[config.mk]
export PLATFORM = sky130hd
export DESIGN_NAME = spr_regs
export DESIGN_NICKNAME = d
export VERILOG_FILES = /design/src/common/spr_pkg.sv /design/src/logic/spr_reset_sync.sv /design/src/logic/spr_parity_merge.sv /design/src/logic/spr_regs.sv
export SDC_FILE = /design/constraint.sdc
export NUM_CORES = 1
export LEC_CHECK = 0
export ABC_AREA = 1
export BUFFER_PORTS_ARGS = -buffer_cell sky130_fd_sc_hd__buf_4
export CORE_ASPECT_RATIO = 0.9
export CORE_MARGIN = 5
export CORE_UTILIZATION = 45
export DETAILED_ROUTE_END_ITERATION = 6
export PLACE_DENSITY_LB_ADDON = 0.05
export SETUP_SLACK_MARGIN = 0.4
export SLEW_MARGIN = 10
export SYNTH_ARGS = -nofsm -noshare
export SYNTH_HDL_FRONTEND = slang
export SYNTH_SLANG_ARGS = --single-unit
[constraint.sdc]
create_clock -name ref_clk -period 9.4 [get_ports ref_clk]
set_input_delay 2.82 -clock ref_clk [delete_from_list [all_inputs] [get_ports ref_clk]]
set_output_delay 2.82 -clock ref_clk [all_outputs]
set_load 0.005 [all_outputs]
[src/common/spr_pkg.sv]
// spr_pkg: offsets, field positions and reset values of the serial port register slice
// assumes: 32-bit aligned register words reached over axi4-lite
package spr_pkg;
  // ==========================================================
  // register byte offsets
  localparam logic [5:0] OFS_CONTROL_MAIN = 6'h00;
  localparam logic [5:0] OFS_CONTROL_LINE = 6'h04;
  localparam logic [5:0] OFS_CONTROL_AUX = 6'h08;
  localparam logic [5:0] OFS_BAUD_DIVISOR = 6'h0C;
  localparam logic [5:0] OFS_GUARD_PRESCALE = 6'h10;
  localparam logic [5:0] OFS_RX_TIMEOUT_BLOCK_LEN = 6'h14;
  localparam logic [5:0] OFS_REQUEST_TRIGGER = 6'h18;
  localparam logic [5:0] OFS_INTERRUPT_STATUS = 6'h1C;
  localparam logic [5:0] OFS_FLAG_CLEAR = 6'h20;
  localparam logic [5:0] OFS_RX_DATA = 6'h24;
  localparam logic [5:0] OFS_TX_DATA = 6'h28;
  // ==========================================================
  // status and clear bit positions (same position in both registers)
  localparam int BIT_PARITY = 0;
  localparam int BIT_FRAMING = 1;
  localparam int BIT_NOISE = 2;
  localparam int BIT_OVERRUN = 3;
  localparam int BIT_IDLE = 4;
  localparam int BIT_RX_NOT_EMPTY = 5;
  localparam int BIT_TX_COMPLETE = 6;
  localparam int BIT_TX_EMPTY = 7;
  localparam int BIT_LIN_BREAK = 8;
  localparam int BIT_CTS_CHANGE = 9;
  localparam int BIT_RX_TIMEOUT = 11;
  localparam int BIT_BLOCK_END = 12;
  localparam int BIT_CHAR_MATCH = 17;
  localparam int BIT_WAKEUP = 20;
  localparam int NUM_FLAGS = 21;
  // clearable flags with always-present features, then one mask per optional feature
  localparam logic [20:0] CLR_BASE_MASK = 21'h02005F;
  localparam logic [20:0] CLR_WAKEUP_MASK = 21'h100000;
  localparam logic [20:0] CLR_BLOCK_END_MASK = 21'h001000;
  localparam logic [20:0] CLR_RX_TIMEOUT_MASK = 21'h000800;
  localparam logic [20:0] CLR_CTS_MASK = 21'h000200;
  localparam logic [20:0] CLR_LIN_MASK = 21'h000100;
  // ==========================================================
  // control fields and reset values
  localparam int BIT_PARITY_ENABLE = 10;
  localparam int BIT_WORD_LEN9 = 28;
  localparam logic [20:0] STATUS_RESET = 21'h0000C0;
  localparam logic [31:0] REG_RESET = 32'h00000000;
  localparam int DATA_W = 9;
  // axi responses
  localparam logic [1:0] RESP_OKAY = 2'h0;
  localparam logic [1:0] RESP_SLVERR = 2'h2;
endpackage : spr_pkg

[src/logic/spr_reset_sync.sv]
// spr_reset_sync: two-stage release of the asynchronous active-low reset
// assumes: rstn may drop at any time; release is taken on ref_clk
`timescale 1ns/1ps
`default_nettype none
module spr_reset_sync (
  // clock and raw reset
  input wire logic ref_clk,
  input wire logic rstn,
  // synchronised reset
  output logic rst_sync_n
);
  typedef struct packed {
    logic stage1;
    logic stage2;
  } spr_rs_state_t;
  spr_rs_state_t st, next_st;
  // ==========================================================
  // next state
  always_comb begin
    next_st = st;
    next_st.stage1 = 1'b1;
    next_st.stage2 = st.stage1;
  end
  // ==========================================================
  // registers
  always_ff @(posedge ref_clk or negedge rstn) begin
    if (!rstn) begin
      st <= '0;
    end else begin
      st <= next_st;
    end
  end
  assign rst_sync_n = st.stage2;
endmodule : spr_reset_sync
`default_nettype wire

[src/logic/spr_parity_merge.sv]
// spr_parity_merge: replaces the top data bit of a character by its parity
// assumes: purely combinational, caller registers the result
`timescale 1ns/1ps
`default_nettype none
module spr_parity_merge #(
  parameter int WIDTH = 9
) (
  // character in
  input wire logic [WIDTH-1:0] char_in,
  input wire logic parity_enable,
  input wire logic parity_odd,
  input wire logic word_len9,
  // character out
  output logic [WIDTH-1:0] char_out
);
  typedef struct packed {
    logic [WIDTH-1:0] value;
  } spr_pm_state_t;
  spr_pm_state_t next_st;
  // ==========================================================
  // parity over the bits below the top data bit
  always_comb begin
    next_st.value = char_in;
    if (parity_enable) begin
      if (word_len9) begin
        next_st.value[8] = (^char_in[7:0]) ^ parity_odd; // RQ18
      end else begin
        next_st.value[7] = (^char_in[6:0]) ^ parity_odd; // RQ18
      end
    end
  end
  assign char_out = next_st.value;
endmodule : spr_parity_merge
`default_nettype wire

[src/logic/spr_regs.sv]
// spr_regs: register slice of the asynchronous serial transceiver
// assumes: axi4-lite master on ref_clk; shift registers and flag logic on the same clock
//
// What this block does
// (RQ1) write one bit 20 clears wakeup flag
// (RQ2) write one bit 17 clears char match
// (RQ3) write one bit 12 clears block end
// (RQ4) write one bit 11 clears rx timeout
// (RQ5) write one bit 9 clears cts change
// (RQ6) write one bit 8 clears lin break
// (RQ7) write one bit 6 clears tx complete
// (RQ8) write one bit 4 clears idle flag
// (RQ9) write one bit 3 clears overrun flag
// (RQ10) write one bit 2 clears noise flag
// (RQ11) write one bit 1 clears framing error
// (RQ12) write one bit 0 clears parity error
// (RQ13) absent feature makes its clear bit inert
// (RQ14) software keeps reserved clear bits at zero
// (RQ15) rx data read-only bits 8:0, upper zero
// (RQ16) parity on: top rx bit is parity
// (RQ17) tx data bits 8:0 go to shifter
// (RQ18) parity on: top tx bit replaced
// (RQ19) software writes tx data only when empty
// (RQ20) tx data write clears empty and complete
// (RQ21) rx data read clears not-empty flag
// (RQ22) zero writes inert, flag clear reads zero
//
// Decided for this implementation: the AXI4-Lite interface to the registers.
`timescale 1ns/1ps
`default_nettype none
module spr_regs
  import spr_pkg::*;
#(
  parameter bit HAS_WAKEUP = 1'b1,
  parameter bit HAS_SMARTCARD = 1'b1,
  parameter bit HAS_RX_TIMEOUT = 1'b1,
  parameter bit HAS_FLOW_CONTROL = 1'b1,
  parameter bit HAS_LIN = 1'b1
) (
  // clock and reset
  input wire logic ref_clk,
  input wire logic rstn,
  // axi4-lite write address
  input wire logic [5:0] s_axi_awaddr,
  input wire logic s_axi_awvalid,
  output logic s_axi_awready,
  // axi4-lite write data
  input wire logic [31:0] s_axi_wdata,
  input wire logic [3:0] s_axi_wstrb,
  input wire logic s_axi_wvalid,
  output logic s_axi_wready,
  // axi4-lite write response
  output logic [1:0] s_axi_bresp,
  output logic s_axi_bvalid,
  input wire logic s_axi_bready,
  // axi4-lite read address
  input wire logic [5:0] s_axi_araddr,
  input wire logic s_axi_arvalid,
  output logic s_axi_arready,
  // axi4-lite read data
  output logic [31:0] s_axi_rdata,
  output logic [1:0] s_axi_rresp,
  output logic s_axi_rvalid,
  input wire logic s_axi_rready,
  // flag set events from the transceiver, one-cycle pulses
  input wire logic [NUM_FLAGS-1:0] flag_set,
  // receive shift register hand-over
  input wire logic [DATA_W-1:0] rx_char,
  input wire logic rx_char_valid,
  // transmit shift register hand-over
  input wire logic tx_char_taken,
  output logic [DATA_W-1:0] tx_char,
  output logic tx_char_valid,
  // status and configuration to the transceiver
  output logic [NUM_FLAGS-1:0] status_flags,
  output logic [31:0] control_main,
  output logic [31:0] control_line,
  output logic [31:0] control_aux,
  output logic [31:0] baud_divisor,
  output logic [31:0] guard_prescale,
  output logic [31:0] rx_timeout_block_len,
  output logic [4:0] request_pulse
);
  // ==========================================================
  // state
  typedef struct packed {
    logic aw_held;
    logic [5:0] aw_addr;
    logic w_held;
    logic [31:0] w_data;
    logic [3:0] w_strb;
    logic bvalid;
    logic [1:0] bresp;
    logic rvalid;
    logic [1:0] rresp;
    logic [31:0] rdata;
    logic [31:0] cr_main;
    logic [31:0] cr_line;
    logic [31:0] cr_aux;
    logic [31:0] baud;
    logic [31:0] guard;
    logic [31:0] rto;
    logic [4:0] req;
    logic [NUM_FLAGS-1:0] flags;
    logic [DATA_W-1:0] rx_value;
    logic [DATA_W-1:0] tx_value;
    logic tx_pending;
    logic aw_rdy;
    logic w_rdy;
    logic ar_rdy;
  } spr_state_t;
  spr_state_t st, next_st;
  logic rst_n;
  logic [DATA_W-1:0] tx_merged;
  logic [NUM_FLAGS-1:0] clr_mask;
  logic [NUM_FLAGS-1:0] wr_clear;
  logic [NUM_FLAGS-1:0] hw_clear;
  logic do_write;
  logic do_read;
  logic [31:0] wmask;
  // ==========================================================
  // submodules
  spr_reset_sync u_rst (
    .ref_clk(ref_clk),
    .rstn(rstn),
    .rst_sync_n(rst_n)
  );
  // parity computed on the written value so the shifter sees the final frame
  spr_parity_merge #(.WIDTH(DATA_W)) u_par (
    .char_in(st.w_data[DATA_W-1:0]),
    .parity_enable(st.cr_main[BIT_PARITY_ENABLE]),
    .parity_odd(st.cr_main[BIT_PARITY_ENABLE-1]),
    .word_len9(st.cr_main[BIT_WORD_LEN9]),
    .char_out(tx_merged)
  );
  // ==========================================================
  // clear-enable mask: absent features leave their clear bit inert
  always_comb begin
    clr_mask = CLR_BASE_MASK; // RQ2 RQ7 RQ8 RQ9 RQ10 RQ11 RQ12
    if (HAS_WAKEUP) begin
      clr_mask = clr_mask | CLR_WAKEUP_MASK; // RQ1 RQ13
    end
    if (HAS_SMARTCARD) begin
      clr_mask = clr_mask | CLR_BLOCK_END_MASK; // RQ3 RQ13
    end
    if (HAS_RX_TIMEOUT) begin
      clr_mask = clr_mask | CLR_RX_TIMEOUT_MASK; // RQ4 RQ13
    end
    if (HAS_FLOW_CONTROL) begin
      clr_mask = clr_mask | CLR_CTS_MASK; // RQ5 RQ13
    end
    if (HAS_LIN) begin
      clr_mask = clr_mask | CLR_LIN_MASK; // RQ6 RQ13
    end
  end
  // byte-lane write mask
  always_comb begin
    wmask = {{8{st.w_strb[3]}}, {8{st.w_strb[2]}}, {8{st.w_strb[1]}}, {8{st.w_strb[0]}}};
  end
  // ==========================================================
  // next state
  always_comb begin
    next_st = st;
    next_st.req = '0;
    do_write = st.aw_held && st.w_held && !st.bvalid;
    do_read = s_axi_arvalid && !st.rvalid;
    wr_clear = '0;
    hw_clear = '0;
    // write address and data taken independently
    if (s_axi_awvalid && !st.aw_held) begin
      next_st.aw_held = 1'b1;
      next_st.aw_addr = s_axi_awaddr;
    end
    if (s_axi_wvalid && !st.w_held) begin
      next_st.w_held = 1'b1;
      next_st.w_data = s_axi_wdata;
      next_st.w_strb = s_axi_wstrb;
    end
    if (st.bvalid && s_axi_bready) begin
      next_st.bvalid = 1'b0;
    end
    if (do_write) begin
      next_st.aw_held = 1'b0;
      next_st.w_held = 1'b0;
      next_st.bvalid = 1'b1;
      next_st.bresp = RESP_OKAY;
      if (st.aw_addr == OFS_CONTROL_MAIN) begin
        next_st.cr_main = (st.cr_main & ~wmask) | (st.w_data & wmask);
      end else if (st.aw_addr == OFS_CONTROL_LINE) begin
        next_st.cr_line = (st.cr_line & ~wmask) | (st.w_data & wmask);
      end else if (st.aw_addr == OFS_CONTROL_AUX) begin
        next_st.cr_aux = (st.cr_aux & ~wmask) | (st.w_data & wmask);
      end else if (st.aw_addr == OFS_BAUD_DIVISOR) begin
        next_st.baud = (st.baud & ~wmask) | (st.w_data & wmask);
      end else if (st.aw_addr == OFS_GUARD_PRESCALE) begin
        next_st.guard = (st.guard & ~wmask) | (st.w_data & wmask);
      end else if (st.aw_addr == OFS_RX_TIMEOUT_BLOCK_LEN) begin
        next_st.rto = (st.rto & ~wmask) | (st.w_data & wmask);
      end else if (st.aw_addr == OFS_REQUEST_TRIGGER) begin
        next_st.req = st.w_data[4:0] & wmask[4:0];
      end else if (st.aw_addr == OFS_INTERRUPT_STATUS) begin
        next_st.bresp = RESP_OKAY;
      end else if (st.aw_addr == OFS_FLAG_CLEAR) begin
        // only ones clear; zeros and reserved bits do nothing
        wr_clear = st.w_data[NUM_FLAGS-1:0] & wmask[NUM_FLAGS-1:0] & clr_mask; // RQ22
      end else if (st.aw_addr == OFS_RX_DATA) begin
        next_st.bresp = RESP_OKAY;
      end else if (st.aw_addr == OFS_TX_DATA) begin
        // software must only write when empty; a late write overwrites
        next_st.tx_value = tx_merged; // RQ17 RQ18 RQ19
        next_st.tx_pending = 1'b1; // RQ17
        hw_clear[BIT_TX_EMPTY] = 1'b1; // RQ20
        hw_clear[BIT_TX_COMPLETE] = 1'b1; // RQ20
      end else begin
        next_st.bresp = RESP_SLVERR;
      end
    end
    // read
    if (st.rvalid && s_axi_rready) begin
      next_st.rvalid = 1'b0;
    end
    if (do_read) begin
      next_st.rvalid = 1'b1;
      next_st.rresp = RESP_OKAY;
      next_st.rdata = REG_RESET;
      if (s_axi_araddr == OFS_CONTROL_MAIN) begin
        next_st.rdata = st.cr_main;
      end else if (s_axi_araddr == OFS_CONTROL_LINE) begin
        next_st.rdata = st.cr_line;
      end else if (s_axi_araddr == OFS_CONTROL_AUX) begin
        next_st.rdata = st.cr_aux;
      end else if (s_axi_araddr == OFS_BAUD_DIVISOR) begin
        next_st.rdata = st.baud;
      end else if (s_axi_araddr == OFS_GUARD_PRESCALE) begin
        next_st.rdata = st.guard;
      end else if (s_axi_araddr == OFS_RX_TIMEOUT_BLOCK_LEN) begin
        next_st.rdata = st.rto;
      end else if (s_axi_araddr == OFS_REQUEST_TRIGGER) begin
        next_st.rdata = REG_RESET;
      end else if (s_axi_araddr == OFS_INTERRUPT_STATUS) begin
        next_st.rdata = {11'h000, st.flags};
      end else if (s_axi_araddr == OFS_FLAG_CLEAR) begin
        next_st.rdata = REG_RESET; // RQ22
      end else if (s_axi_araddr == OFS_RX_DATA) begin
        // parity bit, when enabled, arrives in the top bit unaltered
        next_st.rdata = {23'h000000, st.rx_value}; // RQ15 RQ16
        hw_clear[BIT_RX_NOT_EMPTY] = 1'b1; // RQ21
      end else if (s_axi_araddr == OFS_TX_DATA) begin
        next_st.rdata = {23'h000000, st.tx_value};
      end else begin
        next_st.rresp = RESP_SLVERR;
      end
    end
    // hand-over to the transmit shifter
    if (st.tx_pending && tx_char_taken) begin
      next_st.tx_pending = 1'b0;
    end
    // receive hand-over; rx_value kept on overrun, a same-cycle read frees it
    if (rx_char_valid && (!st.flags[BIT_RX_NOT_EMPTY] || hw_clear[BIT_RX_NOT_EMPTY])) begin
      next_st.rx_value = rx_char; // RQ15 RQ16
    end
    // set wins over clear for every flag
    next_st.flags = (st.flags & ~(wr_clear | hw_clear)) | flag_set; // RQ1 RQ2 RQ3 RQ4 RQ5 RQ6
    if (rx_char_valid) begin
      next_st.flags[BIT_RX_NOT_EMPTY] = 1'b1;
      if (st.flags[BIT_RX_NOT_EMPTY] && !hw_clear[BIT_RX_NOT_EMPTY]) begin
        next_st.flags[BIT_OVERRUN] = 1'b1;
      end
    end
    if (st.tx_pending && tx_char_taken) begin
      next_st.flags[BIT_TX_EMPTY] = 1'b1;
    end
    // readies kept in flops so the bus sees no logic after a register
    next_st.aw_rdy = !next_st.aw_held;
    next_st.w_rdy = !next_st.w_held;
    next_st.ar_rdy = !next_st.rvalid;
  end
  // ==========================================================
  // registers
  always_ff @(posedge ref_clk or negedge rst_n) begin
    if (!rst_n) begin
      st <= '0;
      st.flags <= STATUS_RESET;
      st.aw_rdy <= 1'b1;
      st.w_rdy <= 1'b1;
      st.ar_rdy <= 1'b1;
    end else begin
      st <= next_st;
    end
  end
  // ==========================================================
  // outputs
  assign s_axi_awready = st.aw_rdy;
  assign s_axi_wready = st.w_rdy;
  assign s_axi_bvalid = st.bvalid;
  assign s_axi_bresp = st.bresp;
  assign s_axi_arready = st.ar_rdy;
  assign s_axi_rvalid = st.rvalid;
  assign s_axi_rresp = st.rresp;
  assign s_axi_rdata = st.rdata;
  assign tx_char = st.tx_value;
  assign tx_char_valid = st.tx_pending;
  assign status_flags = st.flags;
  assign control_main = st.cr_main;
  assign control_line = st.cr_line;
  assign control_aux = st.cr_aux;
  assign baud_divisor = st.baud;
  assign guard_prescale = st.guard;
  assign rx_timeout_block_len = st.rto;
  assign request_pulse = st.req;
endmodule : spr_regs
`default_nettype wire

=== Word-level counts from Yosys, hierarchy flattened ===
Cells that the tools add are included.

* Register bits: 324
* Input bits: 87
* Output and inout port bits: 269
* Logic and storage cells: 225

* Equal/unequal tests: 30
* Muxes and demuxes: 102
* Bitwise logic cells: 32
* Reduce and logical (&&, ||, !) cells: 35

{| class="wikitable"
|+ Operators with widths
! kind !! number
|-
| two-way mux 21 bit || 12
|-
| AND 32 bit || 7
|-
| two-way mux 32 bit || 6
|-
| OR 32 bit || 6
|-
| two-way mux 2 bit || 35
|-
| equality test 6 x 5 -> 1 bit (second input constant) || 8
|-
| AND 21 bit || 2
|-
| two-way mux 5 bit || 8
|-
| two-way mux 37 bit || 1
|-
| equality test 6 bit (second input constant) || 6
|-
| two-way mux 35 bit || 1
|-
| two-way mux 1 bit || 34
|-
| NOT 32 bit || 1
|-
| two-way mux 9 bit || 3
|-
| equality test 6 x 4 -> 1 bit (second input constant) || 4
|-
| AND reduction 12 bit || 2
|-
| NOT 21 bit || 1
|-
| OR 21 bit || 1
|-
| OR 21 x 8 -> 21 bit || 1
|-
| != test 2 x 1 -> 1 bit (second input constant) || 10
|-
| equality test 6 x 3 -> 1 bit (second input constant) || 2
|-
| zero test 6 bit || 2
|-
| logical AND 1 bit || 10
|-
| NOT 1 bit || 10
|-
| other kinds (15) || 26
|}

=== Depth between registers and ports, before layout ===
* Word-level depth: 19
* Gate-level depth with buffers: 13
* Depth with buffers taken out: 12

=== By module ===
Synthesis repeated with hierarchy kept, for this count alone.

* Cell total of the unflattened synthesis: 1863
* Area total of the unflattened synthesis: 15977.8 µm²

{| class="wikitable"
|+ Modules (own cells, without submodules)
! module !! instances !! cells an instance !! area an instance (µm²) !! sequential area each (µm²)
|-
| spr_regs || 1 || 1802 || 15638.7 || 8013.9
|-
| spr_parity_merge || 1 || 58 || 285.3 || 0.0
|-
| spr_reset_sync || 1 || 3 || 53.8 || 50.0
|}

=== Worst setup path before layout ===
No wires, ideal clock.

* Kind: input to register
* Start: input port s_axi_araddr[3]
* End: register st (netlist bit s_axi_rdata[0])
* Library setup time: 0.117 ns
* Data arrival time: 3.920 ns
* Required time: 9.283 ns
* Path slack: 5.362 ns
* Stages: 10
* Path buffers: 1
* Cells stage by stage: inv_1 -> nand2_1 -> nor2_2 -> nand2_1 -> buf_2 -> or2_2 -> nand2_1 -> nand2_1 -> nand2_1 -> nand2_1

* Cells in the longest elaborated chain, start to end: 12
* Elaborated cells on any way between the ends: 22
* Those cells by class: 10 x eq/ne; 11 x mux; 1 x reduce/logical

{| class="wikitable"
|+ Ends and longest elaborated chain
! item !! RTL line !! source
|-
| start: declaration || spr_regs.sv:57 || <nowiki>input wire logic [5:0] s_axi_araddr,</nowiki>
|-
| equality test 6 bit || spr_regs.sv:248 || <nowiki>end else if (s_axi_araddr == OFS_TX_DATA) begin</nowiki>
|-
| two-way mux 9 bit || spr_regs.sv:248 ||
|-
| two-way mux 9 bit || spr_regs.sv:244 || <nowiki>end else if (s_axi_araddr == OFS_RX_DATA) begin</nowiki>
|-
| two-way mux 9 bit || spr_regs.sv:242 || <nowiki>end else if (s_axi_araddr == OFS_FLAG_CLEAR) begin</nowiki>
|-
| two-way mux 21 bit || spr_regs.sv:240 || <nowiki>end else if (s_axi_araddr == OFS_INTERRUPT_STATUS) begin</nowiki>
|-
| two-way mux 21 bit || spr_regs.sv:238 || <nowiki>end else if (s_axi_araddr == OFS_REQUEST_TRIGGER) begin</nowiki>
|-
| two-way mux 32 bit || spr_regs.sv:236 || <nowiki>end else if (s_axi_araddr == OFS_RX_TIMEOUT_BLOCK_LEN) begin</nowiki>
|-
| two-way mux 32 bit || spr_regs.sv:234 || <nowiki>end else if (s_axi_araddr == OFS_GUARD_PRESCALE) begin</nowiki>
|-
| two-way mux 32 bit || spr_regs.sv:232 || <nowiki>end else if (s_axi_araddr == OFS_BAUD_DIVISOR) begin</nowiki>
|-
| two-way mux 32 bit || spr_regs.sv:230 || <nowiki>end else if (s_axi_araddr == OFS_CONTROL_AUX) begin</nowiki>
|-
| two-way mux 32 bit || spr_regs.sv:228 || <nowiki>end else if (s_axi_araddr == OFS_CONTROL_LINE) begin</nowiki>
|-
| two-way mux 32 bit (*) || spr_regs.sv:226 || <nowiki>if (s_axi_araddr == OFS_CONTROL_MAIN) begin</nowiki>
|-
| end signal: assignment || spr_regs.sv:288 || <nowiki>st <= next_st;</nowiki>
|-
| end: declaration || spr_regs.sv:112 || <nowiki>spr_state_t st, next_st;</nowiki>
|}

Mark *: on every way between the ends. The rest lies on a longest branch, timed or not.
A chain may end at the register's enable or synchronous reset.

=== Worst setup path in the final report ===
* Start: input port s_axi_araddr[2]
* End: register st (netlist bit s_axi_rdata[22])

* Cells in the longest elaborated chain, start to end: 7
* Elaborated cells on any way between the ends: 12
* Those cells by class: 5 x eq/ne; 6 x mux; 1 x reduce/logical

{| class="wikitable"
|+ Ends and longest elaborated chain
! item !! RTL line
|-
| equality test 6 x 5 -> 1 bit || spr_regs.sv:236
|-
| two-way mux 32 bit || spr_regs.sv:236
|-
| two-way mux 32 bit || spr_regs.sv:234
|-
| two-way mux 32 bit || spr_regs.sv:232
|-
| two-way mux 32 bit || spr_regs.sv:230
|-
| two-way mux 32 bit || spr_regs.sv:228
|-
| two-way mux 32 bit (*) || spr_regs.sv:226
|}

Marks and branches as above.

==> qor.yml <==
setup_viol: 0
crit_type: "in2reg"
post_cts_buffers: 0
port_buffers: 353
finalCritPeriodShare_pct: 53.2
fillers: 3428
avgSynthCellArea_um2: 8.73
routed_wl_um: 50600
rows: 65
seqCellArea_um2: 8070
final_common_cell: "nand2_1"
grt_overflow: 0
clkTransAtPathRegs_ns: 0.06
die_height_um: 189
grt_start_max_net_pins: 76
arrival_ns: 5.41
slew_headroom_pct: 26.1
crit_path_start_kind: "input pin"
root_buffer: "clkbuf_16"
cts_sinks: 322
vias: 12418
dieArea_um2: 39500
synth_area_um2: 16000
syn-instance-count: 1837
area_delta_synth_final_pct: 13.3
worstSkewPairLatency_ns: 0.52
fin_hold_ws_ns: 0.353
firstDrtPassIters: 5
dpl-instance-area_um2: 17000
busiest_layer: "met2"
outcome: "complete, no violations"
drv_cap: 0
synth_seq_area_share_pct: 50.3
wl_per_cell_um: 21.1
drc: 0
cp.required_ns: 9.81
antenna_found_initial: 2
drt_iter0_drc: 915
core_area_um2: 35100
rsz0062_at_grt: "false"
avgViaCountPerCell: 5.17
hpwlAfterDp_um: 36800
ir_drop_v: 0.000135
ys_ff_latch: 322
gp_congestion: 0.865
ctsHoldBuffers: 0
multi_input_area_um2: 5250
die_w_um: 209
min_period_ns: 5.00
initial_core_util_pct: 45.6
drtAntennaViolNets: 0
grt_pass1_wl_um: 76900
end_kind: "flop"
fmax_mhz: 200
cts_tree: "built"
ys_warn_count: 0
leakage_nw: 9.03
use_met3_pct: 5.65
io-pin-count: 356
fin_nets: 1997
design_area_um2: 18200
clock_skew_ns: 0.0171
met1_usage_pct: 35.0
crit_top_cell: "nand2_1"
slowest_delay_ns: 0.65
p_per_area_nw_per_um2: 267
htree_levels: 2
slowest_stage: "nand3_1"
cp_max_fo: 23
drv_slew: 0
grt_pass1_vias: 12325
use_met2_pct: 39.5
synth.distinct_cells: 44
hold_violations: 0
postCtsResizedCells: 0
hp-class: "reg2reg"
worst_slew_pin_slew_ns: 1.11
layout_common_cells: "nand2_1 (454), buf_4 (365), dfrtp_1 (316)"
worstPathCellList: "buf_4 > nand2_1 > clkinv_1 > nand3_1 > inv_1 > a21oi_1 > nand4_1 > nand2_1 > nand2_1"
cts_max_path_buffers: 3
totalNegativeSetupSlack_ns: 0
cts_buffers: 37
drive_above_1_share_pct: 27.6
grt_usage_pct: 25.0
## report_power, final
part           total, mW  leakage [nW]  internal, mW  switching [mW]
clock network       1.40         0.563         0.836           0.569
logic               1.34          4.29         0.584           0.751
registers           2.12          4.18          1.76           0.357
## cells in the mapped netlist, drive strengths merged
master  instances  share of area (%)
nand4          21               0.82
a31oi           3               0.12
or2            19               0.74
dfrtp         317                 49
a21oi          61                1.9
xnor2           3               0.16
nand3         109                3.5
o21bai          2              0.094
o211ai          6               0.28
nor2          119                2.9
buf           295                 14
mux2            4               0.28
o22ai           1              0.039
o21ai         221                8.0
inv            97                2.3
nor4            3               0.21
a21o            2              0.094
dfstp           5               0.82
xor2            3               0.16
conb            2              0.047
clkbuf         37               0.87
o31ai           1              0.047
a41oi           7               0.38
nor3            9               0.59
clkinv          2              0.047
o21a            1              0.047
nand2         474                 11
a31o            1              0.055
o221ai         12               0.66
## final timing paths
kind / cells past startpoint / endpoint / slack (ns) / startpoint
hold reg to reg: 0 / u_rst.rst_sync_n / 0.35 / u_rst.next_st[0]
setup reg to reg: 6 / flop / 6.64 / s_axi_bvalid
min in group asynchronous: 0 / st[316] / 0.39 / u_rst.rst_sync_n
setup / recovery: 9 / s_axi_rdata[22] / 4.40 / s_axi_araddr[2]
hold / removal: 0 / u_rst.rst_sync_n / 0.35 / u_rst.next_st[0]
max in group asynchronous: 2 / async pin / 7.00 / u_rst.rst_sync_n
## critical path: cells and delay by family
kind	cells	cell delay (ns)
simple gates	5	0.95
compound gates	1	0.34
buf+inv	3	1.30
## cells by family (layout without fill, tap and decap cells)
logic type      Yosys count  after routing  share of synthesized area [%]
compound gates          318            318                           11.7
xor+xnor                  6              6                          0.328
buf+inv                 431            523                           17.2
flops                   322            322                           50.3
mux                       4              4                          0.281
other cells               2              4                         0.0468
simple gates            754            754                           20.2
## area by class of cell
cell class              count  share of cell area (%)
multi-input cells        1085                    28.9
diodes                      1                  0.0138
flip-flops and latches    322                    44.4
clock inverters             6                   0.455
inverters                  99                    2.05
repair buffers            365                    15.1
clock buffers              53                    5.87
well taps                 469                    3.23
## stage by stage
| step | setup slack (ns) | std cells | total power [mW] | utilization (%) |
|---|---|---|---|---|
| 2_1_floorplan | 4.14 | 1838 | 3.02 | - |
| 3_3_place_gp | 4.09 | 2340 | 3.47 | 48.4 |
| 3_5_place_dp | 3.93 | 2340 | 3.49 | 48.4 |
| 4_1_cts | 4.47 | 2399 | 4.90 | 51.7 |
| 5_1_grt | 4.29 | 2400 | 5.14 | 51.7 |
| 6_report | 4.40 | 2400 | 4.86 | 51.7 |
## routing by layer
metal	routed length [um]	vias to the layer above	share of wire (%)
met1	22500	6020	44
met4	1240	2	2.4
met2	23300	458	46
li1	-	5856	-
met3	3610	82	7.1
met5	20	-	0.039
(Power assumes the default switching activity.)
